File: src/rtl/dbm_pkg.sv
// constants and carriers for the dual-bus pdu mapper
package dbm_pkg;

  ////////////////////////////////////////////////////////////////////////
  // field codes
  localparam logic [3:0] ADDR_TYPE_48 = 4'h8;
  localparam logic [11:0] ADDR_PAD = 12'h000;
  localparam logic [5:0] PROTO_LLC = 6'h01;
  localparam logic [15:0] BRIDGING_ZERO = 16'h0000;
  localparam logic [7:0] RSVD_ZERO = 8'h00;
  localparam logic LOSS_ZERO = 1'b0;

  ////////////////////////////////////////////////////////////////////////
  // sizes and counts
  localparam logic [15:0] CONV_HDR_BYTES = 16'h0014;
  localparam logic [2:0] HDR_LAST_IDX = 3'h5;
  localparam int EXT_MAX_WORDS = 5;
  localparam int BUF_DEPTH = 2;
  localparam int WORD_W = 32;

  ////////////////////////////////////////////////////////////////////////
  // crc32 and reset values
  localparam logic [31:0] CRC_POLY = 32'h04C1_1DB7;
  localparam logic [31:0] CRC_INIT = 32'hFFFF_FFFF;
  localparam logic [7:0] BETAG_RESET = 8'h00;
  localparam logic [31:0] WORD_RESET = 32'h0000_0000;

  ////////////////////////////////////////////////////////////////////////
  // transmit request from the relay
  typedef struct packed {
    logic [47:0] da;
    logic [47:0] sa;
    logic [2:0] prio;
    logic fcs_valid;
    logic [31:0] fcs;
    logic [15:0] len;
    logic hext_present;
    logic [2:0] ext_len;
    logic [EXT_MAX_WORDS-1:0][31:0] hext;
  } dbm_req_s;

  // receive indication to the relay
  typedef struct packed {
    logic [47:0] da;
    logic [47:0] sa;
    logic [2:0] prio;
    logic fcs_known;
    logic [31:0] fcs;
    logic user_data;
    logic no_response;
    logic [15:0] len;
    logic [2:0] ext_len;
    logic [EXT_MAX_WORDS-1:0][31:0] hext;
  } dbm_ind_s;

  localparam dbm_ind_s IND_RESET = '0;

endpackage : dbm_pkg
File: src/rtl/dbm_buf2.sv
// two-entry skid buffer between the framer and segmentation
`timescale 1ns/1ps
module dbm_buf2 #(
  parameter int W = 32
) (
  // clock and reset
  input wire logic clk_in,
  input wire logic nrst_in,
  // fill side
  input wire logic in_valid_in,
  input wire logic [W-1:0] in_data_in,
  output logic in_ready_out,
  output logic [1:0] cnt_next_out,
  // drain side
  output logic out_valid_out,
  output logic [W-1:0] out_data_out,
  input wire logic out_ready_in
);

  logic [1:0][W-1:0] mem_reg, mem_next;
  logic wr_reg, wr_next, rd_reg, rd_next;
  logic [1:0] cnt_reg, cnt_next;
  logic valid_reg, valid_next;
  logic [W-1:0] dout_reg, dout_next;
  logic push, pop;

  ////////////////////////////////////////////////////////////////////////
  // pointer and count update; pop only while a word is shown
  always_comb begin
    push = in_valid_in && (cnt_reg != 2'(dbm_pkg::BUF_DEPTH));
    pop = valid_reg && out_ready_in;
    mem_next = mem_reg;
    wr_next = wr_reg;
    rd_next = rd_reg;
    if (push) begin
      mem_next[wr_reg] = in_data_in;
      wr_next = ~wr_reg;
    end
    if (pop) begin
      rd_next = ~rd_reg;
    end
    cnt_next = cnt_reg + {1'b0, push} - {1'b0, pop};
    valid_next = cnt_next != 2'h0;
    // head word kept in its own flop so the port needs no mux
    dout_next = mem_next[rd_next];
  end

  always_ff @(posedge clk_in or negedge nrst_in) begin
    if (!nrst_in) begin
      mem_reg <= '0;
      wr_reg <= 1'b0;
      rd_reg <= 1'b0;
      cnt_reg <= 2'h0;
      valid_reg <= 1'b0;
      dout_reg <= '0;
    end else begin
      mem_reg <= mem_next;
      wr_reg <= wr_next;
      rd_reg <= rd_next;
      cnt_reg <= cnt_next;
      valid_reg <= valid_next;
      dout_reg <= dout_next;
    end
  end

  assign in_ready_out = cnt_reg != 2'(dbm_pkg::BUF_DEPTH);
  assign cnt_next_out = cnt_next;
  assign out_valid_out = valid_reg;
  assign out_data_out = dout_reg; // held until popped

endmodule : dbm_buf2

File: src/rtl/dbm_mapper.sv
// pdu framer and parser between bridge relay and dual-bus segmentation
`timescale 1ns/1ps
module dbm_mapper (
  // clock and reset
  input wire logic clk_in,
  input wire logic nrst_in,
  // configuration
  input wire logic crc_gen_en_in,
  // transmit request
  input wire logic tx_req_valid_in,
  input wire dbm_pkg::dbm_req_s tx_req_in,
  output logic tx_req_ready_out,
  // transmit payload words
  input wire logic tx_pay_valid_in,
  input wire logic [31:0] tx_pay_in,
  output logic tx_pay_ready_out,
  // pdu words to segmentation
  output logic seg_valid_out,
  output logic [31:0] seg_data_out,
  input wire logic seg_ready_in,
  // pdu words from reassembly
  input wire logic rx_valid_in,
  input wire logic [31:0] rx_data_in,
  input wire logic rx_last_in,
  // indicated payload and parameters
  output logic rx_sdu_valid_out,
  output logic [31:0] rx_sdu_out,
  output logic rx_sdu_last_out,
  output logic ind_valid_out,
  output dbm_pkg::dbm_ind_s ind_out
);

  ////////////////////////////////////////////////////////////////////////
  // crc32, msb first, one word per step
  function automatic logic [31:0] crc_step(input logic [31:0] c,
                                           input logic [31:0] d);
    logic [31:0] r;
    r = c;
    for (int i = 31; i >= 0; i--) begin
      r = (r[31] ^ d[i]) ? ((r << 1) ^ dbm_pkg::CRC_POLY) : (r << 1);
    end
    return r;
  endfunction : crc_step

  ////////////////////////////////////////////////////////////////////////
  // transmit state
  typedef enum logic [5:0] {
    T_IDLE = 6'b000001,
    T_HDR = 6'b000010,
    T_EXT = 6'b000100,
    T_PAY = 6'b001000,
    T_CRC = 6'b010000,
    T_TRL = 6'b100000
  } dbm_tx_e;

  dbm_tx_e tst_reg, tst_next;
  dbm_pkg::dbm_req_s req_reg, req_next;
  logic [2:0] tidx_reg, tidx_next;
  logic [15:0] tleft_reg, tleft_next;
  logic [15:0] basize_reg, basize_next;
  logic [31:0] crc_reg, crc_next;
  logic [7:0] betag_reg, betag_next;
  logic crc_ind_reg, crc_ind_next;
  logic pay_rdy_reg, pay_rdy_next;
  logic req_rdy_reg, req_rdy_next;
  logic [31:0] word;
  logic push, room;
  logic [1:0] pad_len, cnt_next;
  logic [15:0] words;
  logic [31:0] mask;

  // pad bytes fill the last payload word up to a word boundary
  assign pad_len = 2'h0 - req_reg.len[1:0];

  ////////////////////////////////////////////////////////////////////////
  // transmit word builder and sequencer
  always_comb begin
    tst_next = tst_reg;
    req_next = req_reg;
    tidx_next = tidx_reg;
    tleft_next = tleft_reg;
    basize_next = basize_reg;
    crc_next = crc_reg;
    betag_next = betag_reg;
    crc_ind_next = crc_ind_reg;
    word = dbm_pkg::WORD_RESET;
    push = 1'b0;
    words = 16'h0000;
    unique case (pad_len)
      2'h0: mask = 32'hFFFF_FFFF;
      2'h1: mask = 32'hFFFF_FF00;
      2'h2: mask = 32'hFFFF_0000;
      2'h3: mask = 32'hFF00_0000;
    endcase
    unique case (tst_reg)
      T_IDLE: begin
        if (tx_req_valid_in && req_rdy_reg) begin
          req_next = tx_req_in;
          if (!tx_req_in.hext_present) begin
            req_next.ext_len = 3'h0;
            req_next.hext = '0;
          end
          crc_ind_next = tx_req_in.fcs_valid || crc_gen_en_in;
          words = 16'((17'(tx_req_in.len) + 17'h3) >> 2);
          tleft_next = words;
          basize_next = dbm_pkg::CONV_HDR_BYTES + (16'(req_next.ext_len) << 2)
                      + (words << 2) + (crc_ind_next ? 16'h0004 : 16'h0000);
          crc_next = dbm_pkg::CRC_INIT;
          tidx_next = 3'h0;
          tst_next = T_HDR;
        end
      end
      T_HDR: begin
        unique case (tidx_reg)
          3'h0: word = {dbm_pkg::RSVD_ZERO, betag_reg, basize_reg};
          3'h1: word = {dbm_pkg::ADDR_TYPE_48, dbm_pkg::ADDR_PAD,
                        req_reg.da[47:32]};
          3'h2: word = req_reg.da[31:0];
          3'h3: word = {dbm_pkg::ADDR_TYPE_48, dbm_pkg::ADDR_PAD,
                        req_reg.sa[47:32]};
          3'h4: word = req_reg.sa[31:0];
          default: word = {dbm_pkg::PROTO_LLC, pad_len,
                           req_reg.prio, dbm_pkg::LOSS_ZERO,
                           crc_ind_reg, req_reg.ext_len,
                           dbm_pkg::BRIDGING_ZERO};
        endcase
        push = room;
        if (push) begin
          tidx_next = tidx_reg + 3'h1;
          if (tidx_reg == dbm_pkg::HDR_LAST_IDX) begin
            tidx_next = 3'h0;
            tst_next = (req_reg.ext_len != 3'h0) ? T_EXT :
                       (tleft_reg != 16'h0000) ? T_PAY :
                       crc_ind_reg ? T_CRC : T_TRL;
          end
        end
      end
      T_EXT: begin
        word = req_reg.hext[tidx_reg];
        push = room;
        if (push) begin
          tidx_next = tidx_reg + 3'h1;
          if (tidx_next == req_reg.ext_len) begin
            tidx_next = 3'h0;
            tst_next = (tleft_reg != 16'h0000) ? T_PAY :
                       crc_ind_reg ? T_CRC : T_TRL;
          end
        end
      end
      T_PAY: begin
        // pad bytes forced to zero in the last word
        word = (tleft_reg == 16'h0001) ? (tx_pay_in & mask) : tx_pay_in;
        push = tx_pay_valid_in && pay_rdy_reg;
        if (push) begin
          tleft_next = tleft_reg - 16'h0001;
          if (tleft_reg == 16'h0001) begin
            tst_next = crc_ind_reg ? T_CRC : T_TRL;
          end
        end
      end
      T_CRC: begin
        // supplied value wins over the computed one
        word = req_reg.fcs_valid ? req_reg.fcs : ~crc_reg;
        push = room;
        if (push) begin
          tst_next = T_TRL;
        end
      end
      T_TRL: begin
        word = {dbm_pkg::RSVD_ZERO, betag_reg, basize_reg};
        push = room;
        if (push) begin
          betag_next = betag_reg + 8'h01;
          tst_next = T_IDLE;
        end
      end
    endcase
    // crc covers convergence header through pad
    if (push && ((tst_reg == T_HDR && tidx_reg != 3'h0) ||
                 tst_reg == T_EXT || tst_reg == T_PAY)) begin
      crc_next = crc_step(crc_reg, word);
    end
    req_rdy_next = tst_next == T_IDLE;
    // payload ready only when the buffer surely has a slot next cycle
    pay_rdy_next = (tst_next == T_PAY) &&
                   (cnt_next != 2'(dbm_pkg::BUF_DEPTH));
  end

  always_ff @(posedge clk_in or negedge nrst_in) begin
    if (!nrst_in) begin
      tst_reg <= T_IDLE;
      req_reg <= '0;
      tidx_reg <= 3'h0;
      tleft_reg <= 16'h0000;
      basize_reg <= 16'h0000;
      crc_reg <= dbm_pkg::CRC_INIT;
      betag_reg <= dbm_pkg::BETAG_RESET;
      crc_ind_reg <= 1'b0;
      pay_rdy_reg <= 1'b0;
      req_rdy_reg <= 1'b0;
    end else begin
      tst_reg <= tst_next;
      req_reg <= req_next;
      tidx_reg <= tidx_next;
      tleft_reg <= tleft_next;
      basize_reg <= basize_next;
      crc_reg <= crc_next;
      betag_reg <= betag_next;
      crc_ind_reg <= crc_ind_next;
      pay_rdy_reg <= pay_rdy_next;
      req_rdy_reg <= req_rdy_next;
    end
  end

  assign tx_req_ready_out = req_rdy_reg;
  assign tx_pay_ready_out = pay_rdy_reg;

  ////////////////////////////////////////////////////////////////////////
  // output buffer; a stalled segmenter backs up into the sequencer
  dbm_buf2 #(
    .W(dbm_pkg::WORD_W)
  ) u_buf (
    .clk_in(clk_in),
    .nrst_in(nrst_in),
    .in_valid_in(push),
    .in_data_in(word),
    .in_ready_out(room),
    .cnt_next_out(cnt_next),
    .out_valid_out(seg_valid_out),
    .out_data_out(seg_data_out),
    .out_ready_in(seg_ready_in)
  );

  ////////////////////////////////////////////////////////////////////////
  // receive state
  typedef enum logic [5:0] {
    R_HDR = 6'b000001,
    R_EXT = 6'b000010,
    R_PAY = 6'b000100,
    R_CRC = 6'b001000,
    R_TRL = 6'b010000,
    R_DROP = 6'b100000
  } dbm_rx_e;

  dbm_rx_e rst_reg, rst_next;
  dbm_pkg::dbm_ind_s ind_reg, ind_next;
  logic [2:0] ridx_reg, ridx_next;
  logic [15:0] rleft_reg, rleft_next;
  logic [15:0] rsize_reg, rsize_next;
  logic [1:0] rpl_reg, rpl_next;
  logic sv_reg, sv_next, sl_reg, sl_next, iv_reg, iv_next;
  logic [31:0] sd_reg, sd_next;
  logic [15:0] plw;

  ////////////////////////////////////////////////////////////////////////
  // receive parser; address check happens before any payload leaves
  always_comb begin
    rst_next = rst_reg;
    ind_next = ind_reg;
    ridx_next = ridx_reg;
    rleft_next = rleft_reg;
    rsize_next = rsize_reg;
    rpl_next = rpl_reg;
    sv_next = 1'b0;
    sl_next = 1'b0;
    sd_next = sd_reg;
    iv_next = 1'b0;
    plw = rsize_reg - dbm_pkg::CONV_HDR_BYTES
        - (16'(rx_data_in[18:16]) << 2)
        - (rx_data_in[19] ? 16'h0004 : 16'h0000);
    if (rx_valid_in) begin
      unique case (rst_reg)
        R_HDR: begin
          ridx_next = ridx_reg + 3'h1;
          unique case (ridx_reg)
            3'h0: rsize_next = rx_data_in[15:0];
            3'h1: begin
              ind_next.da[47:32] = rx_data_in[15:0];
              if (rx_data_in[31:28] != dbm_pkg::ADDR_TYPE_48) begin
                rst_next = R_DROP;
              end
            end
            3'h2: ind_next.da[31:0] = rx_data_in;
            3'h3: begin
              ind_next.sa[47:32] = rx_data_in[15:0];
              if (rx_data_in[31:28] != dbm_pkg::ADDR_TYPE_48) begin
                rst_next = R_DROP;
              end
            end
            3'h4: ind_next.sa[31:0] = rx_data_in;
            default: begin
              rpl_next = rx_data_in[25:24];
              ind_next.prio = rx_data_in[23:21];
              ind_next.fcs_known = rx_data_in[19];
              ind_next.ext_len = rx_data_in[18:16];
              ind_next.hext = '0;
              rleft_next = plw >> 2;
              ind_next.len = plw - 16'(rx_data_in[25:24]);
              ridx_next = 3'h0;
              rst_next = (rx_data_in[18:16] != 3'h0) ? R_EXT :
                         (rleft_next != 16'h0000) ? R_PAY :
                         rx_data_in[19] ? R_CRC : R_TRL;
            end
          endcase
        end
        R_EXT: begin
          ind_next.hext[ridx_reg] = rx_data_in; // kept for the indication
          ridx_next = ridx_reg + 3'h1;
          if (ridx_next == ind_reg.ext_len) begin
            ridx_next = 3'h0;
            rst_next = (rleft_reg != 16'h0000) ? R_PAY :
                       ind_reg.fcs_known ? R_CRC : R_TRL;
          end
        end
        R_PAY: begin
          sv_next = 1'b1;
          sd_next = rx_data_in;
          sl_next = rleft_reg == 16'h0001;
          rleft_next = rleft_reg - 16'h0001;
          if (rleft_reg == 16'h0001) begin
            rst_next = ind_reg.fcs_known ? R_CRC : R_TRL;
          end
        end
        R_CRC: begin
          ind_next.fcs = rx_data_in;
          rst_next = R_TRL;
        end
        R_TRL: begin
          iv_next = 1'b1;
          rst_next = R_HDR;
        end
        R_DROP: begin
          rst_next = R_DROP;
        end
      endcase
      // frame end outside the trailer ends the pdu without indication
      if (rx_last_in) begin
        rst_next = R_HDR;
        ridx_next = 3'h0;
      end
    end
    if (!ind_next.fcs_known) begin
      ind_next.fcs = 32'h0000_0000;
    end
    ind_next.user_data = 1'b1;
    ind_next.no_response = 1'b1;
  end

  always_ff @(posedge clk_in or negedge nrst_in) begin
    if (!nrst_in) begin
      rst_reg <= R_HDR;
      ind_reg <= dbm_pkg::IND_RESET;
      ridx_reg <= 3'h0;
      rleft_reg <= 16'h0000;
      rsize_reg <= 16'h0000;
      rpl_reg <= 2'h0;
      sv_reg <= 1'b0;
      sl_reg <= 1'b0;
      sd_reg <= dbm_pkg::WORD_RESET;
      iv_reg <= 1'b0;
    end else begin
      rst_reg <= rst_next;
      ind_reg <= ind_next;
      ridx_reg <= ridx_next;
      rleft_reg <= rleft_next;
      rsize_reg <= rsize_next;
      rpl_reg <= rpl_next;
      sv_reg <= sv_next;
      sl_reg <= sl_next;
      sd_reg <= sd_next;
      iv_reg <= iv_next;
    end
  end

  assign rx_sdu_valid_out = sv_reg;
  assign rx_sdu_out = sd_reg;
  assign rx_sdu_last_out = sl_reg;
  assign ind_valid_out = iv_reg;
  assign ind_out = ind_reg;

endmodule : dbm_mapper

File: config.mk
export PLATFORM = sky130hd
export DESIGN_NAME = dbm_mapper
export DESIGN_NICKNAME = d
export VERILOG_FILES = /design/src/rtl/dbm_pkg.sv /design/src/rtl/dbm_buf2.sv /design/src/rtl/dbm_mapper.sv
export SDC_FILE = /design/constraint.sdc
export NUM_CORES = 2
export LEC_CHECK = 0
export BUFFER_PORTS_ARGS = -buffer_cell sky130_fd_sc_hd__buf_2
export CAP_MARGIN = 0
export CORE_MARGIN = 10
export CORE_UTILIZATION = 35
export CTS_CLUSTER_SIZE = 8
export DETAILED_ROUTE_END_ITERATION = 8
export GPL_ROUTABILITY_DRIVEN = 0
export MAX_ROUTING_LAYER = met4
export PLACE_DENSITY = 0.56
export SYNTH_ARGS = -nofsm -noshare
export SYNTH_HDL_FRONTEND = slang
export SYNTH_HIERARCHICAL = 1
export SYNTH_SLANG_ARGS = --single-unit
File: constraint.sdc
create_clock -name clk_in -period 6.45 [get_ports clk_in]
set_clock_uncertainty 0.05 [all_clocks]
set_input_delay 0.9675 -clock clk_in [delete_from_list [all_inputs] [get_ports clk_in]]
set_output_delay 0.9675 -clock clk_in [all_outputs]
set_load 0.02 [all_outputs]
==> flow_summary_export.csv <==
group,metric,value,unit
power_and_ir_drop,intPower,11.6,mW
yosys,yosys.area_share.simple,0.155,
power_and_ir_drop,p_leak,26.4,nW
cts,clock_path_buffers,3,
cts,h-tree-depth,3,
power_and_ir_drop,ir_drop,312,uV
routing,dr.pass1.iters,9,
global_route,first_global_vias,36900,
power_and_ir_drop,p_sw,6.49,mW
worst_setup_path,critPathLaunchType,"flop",
yosys,synth-edff-count,0,
timing,worst_pin_slew,1390,ps
timing,max_freq,0.168,GHz
layout,nets,5279,
worst_setup_path,path_cells,"buf_4 > or2_1 > o22a_1 > a21oi_1 > or4b_4 > xor2_4 > xor3_2 > xor2_4 > xnor3_1 > xor3_2 > xor3_2 > xnor2_2 > xnor3_1 > a21oi_1",
worst_setup_path,max_stage_delay,680,ps
routing,dr.first_iter.drc_count,3604,
cts,clock_latency,770,ps
cts,hold_buffers,0,
yosys,ys_types,97,
routing,detail_route.vias_per_cell,5.51,
timing,timing.final.hold_violations,0,
worst_setup_path,r2r_cells,14,
global_route,antenna_found_initial,10,
worst_hold_path,hold_path.class,"in2async",
yosys,yosysSeqAreaShare,0.504,
yosys,synth-compound-area-share,0.128,
routing,wirelength,177000,um
yosys,syn_nets,4626,
cts,cts.sinks,868,
job,maxCapViolCount,0,
yosys,ys_top_cells_by_area,"dfrtp_1, nand2_1, mux2_2",
power_and_ir_drop,power_frac_clock,0.326,
yosys,synth_mux_area_frac,0.0730,
cts,clkTransAtPathRegs,60,ps
timing,slew_headroom,0.0753,
cts,cts_root_buf,"clkbuf_16",
power_and_ir_drop,p_per_area,348,nW/um2
worst_setup_path,cp_top_family,"XOR/XNOR gates",
worst_setup_path,worstSetupPathType,"reg2reg",
yosys,ys_warn_count,6,
power_and_ir_drop,comb_power_share,0.292,
timing,finalWorstPathRequiredPeriod,5960,ps
timing,min_period_over_period,0.924,
layout,fill_cells,11900,
cts,cts_made_buffers,120,
yosys,yosys_register_bits,868,
routing,vias,35900,
layout,final_layout_size_suffix_gt1_frac,0.275,
routing,avgRoutedWirePerCell,27.2,um
status,violations,"design-rule violations",
status,status,"finished, violations left",
routing,drc,8,
yosys,syn_avg_cell_area,10.3,um2
layout,largest_reg_flops,312,
floorplanning,die_x,371,um
worst_setup_path,critPathMaxFanout,45,
layout,multi_input_area,20000,um2
floorplanning,die-area,138000,um2
layout,area_delta_synth_final,20.3,%
yosys,syn-instance-count,4196,
global_route,grt_max_degree,242,
power_and_ir_drop,swShare,0.359,
yosys,synth_top_family_by_area,"simple AND/OR/NAND/NOR gates",
cts,cts_tree,"yes",
worst_setup_path,critical_path_depth,14,
cts,ctsResizeCount,0,
layout,finalNonFillerCells,6517,
floorplanning,start_util,0.353,
timing,rsz0062_at_grt,"false",
power_and_ir_drop,seqPwrFrac,0.382,
yosys,netlist_area,43200,um2
yosys,synth_fa_ha_area_frac,0.0140,
floorplanning,io_pins,767,
worst_setup_path,cp_slowest_cell,"or4b_4",
yosys,yosys.area.top_type,"dfrtp_1",
timing,fin_setup_tns,0,ps
routing,drtAntennaViolNets,0,
floorplanning,core-area,122000,um2
global_route,grt_usage,0.257,
floorplanning,rows,128,
placed_design,place_hpwl,130000,um
placed_design,place_inst,6352,
placed_design,io_buffers,766,
worst_setup_path,cp_common_cell,"xor3_2",
worst_setup_path,endpoint_kind,"flop",
yosys,synth_async_sr_flop_share,1.00,
cts,post-cts-setup-buffers,0,
timing,maxSlewViolCount,0,
yosys,synth-xor-area-share,0.0904,
yosys,yosysTopAreaCellShare,0.483,
timing,timing.hold.ws,196,ps
global_route,grt_pass1_wl,256000,um
global_route,grt_overflow,0,
worst_setup_path,crit_required,7100,ps
layout,regArea,21800,um2
timing,setup-violations-final,0,
worst_setup_path,crit_arrival,6600,ps
layout,final_core_util,0.425,
floorplanning,die_y,371,um
worst_setup_path,critPathBufInv,1,
yosys,ys.flop_type,"dfrtp_1",
==> placed cells by master, fill, tap and decap left out, types with 69 or more instances in the layout <==
cell,count
buf_2,764
mux2_2,224
nor2_1,71
a22o_1,172
xor2_1,70
o31ai_1,69
xnor2_1,156
nand2_1,992
nand3_1,200
dfrtp_1,831
buf_4,86
clkbuf_16,120
o21ai_0,184
a21oi_1,134
==> cell families (layout without fill, tap and decap cells) <==
group	Yosys count	after routing
compound gates	787	787
xor+xnor	315	315
mux	279	279
buf+inv	374	1068
simple gates	1526	1526
flops	868	868
other cells	1	3
fa+ha+maj	46	46
==> routing by layer <==
| layer | part of all wire | routed length, um | vias to the layer above | track usage |
|---|---|---|---|---|
| li1 | - | - | 15900 | - |
| met1 | 0.38 | 67800 | 17900 | 0.298 |
| met2 | 0.48 | 84500 | 1677 | 0.413 |
| met3 | 0.092 | 16400 | 404 | 0.0741 |
| met4 | 0.048 | 8550 | 0 | 0.112 |
| met5 | 0 | 0 | - | - |
==> metrics by stage <==
step	total power, mW	cell area [um2]	setup slack, ps
after detailed placement	12.3	48600	535
final	18.1	51900	493
after floorplan	10.1	43200	580
after global placement	12.2	48600	605
after global routing	19.0	51900	245
after CTS	18.2	51900	500
==> worst register-to-register path, delay by kind of cell, from the launching register on <==
kind | cells | cell delay, ps
xor+xnor | 8 | 3290
simple gates | 2 | 1040
buf+inv | 1 | 580
compound gates | 3 | 530
flops | 1 | 390
==> power groups by stage <==
stage / Combinational [mW] / Sequential (mW) / Clock (mW)
3_3_place_gp: 5.30 / 6.93 / 0
5_1_grt: 5.73 / 7.01 / 6.23
4_1_cts: 5.34 / 6.89 / 6.00
2_1_floorplan: 2.26 / 7.85 / 0
6_report: 5.28 / 6.90 / 5.89
3_5_place_dp: 5.34 / 6.94 / 0
==> path summary, 6_finish.rpt <==
check | slack (ps) | endpoint | startpoint
max in group asynchronous | 4600 | ind_out[232] | nrst_in
setup / recovery | 490 | crc_reg[26] | tidx_reg[1]
hold / removal | 200 | req_reg[41] | nrst_in
min in group clk_in | 360 | req_reg[210] | tx_req_in[210]
setup reg to reg | 490 | crc_reg[26] | tidx_reg[1]
hold reg to reg | 410 | req_reg[67] | req_reg[67]
==> layout make-up <==
cell class              instances  share of cell area
well taps                    1625              0.0391
repair buffers                857              0.0886
clock inverters                 9             0.00385
clock buffers                 154              0.0608
inverters                      48             0.00347
flip-flops and latches        868               0.419
diodes                          2           0.0000963
multi-input cells            2954               0.385
==> synth_stat cells, drive strengths merged (60+ instances only) <==
library cell,n
xnor2,171
mux2,225
a22o,172
o21ai,199
o31ai,69
nor2,73
a21oi,134
xor2,85
dfrtp,834
buf,68
clkbuf,258
nor3,60
nand3,201
nand2,998
No activity file was read; power rests on OpenSTA's default activity.
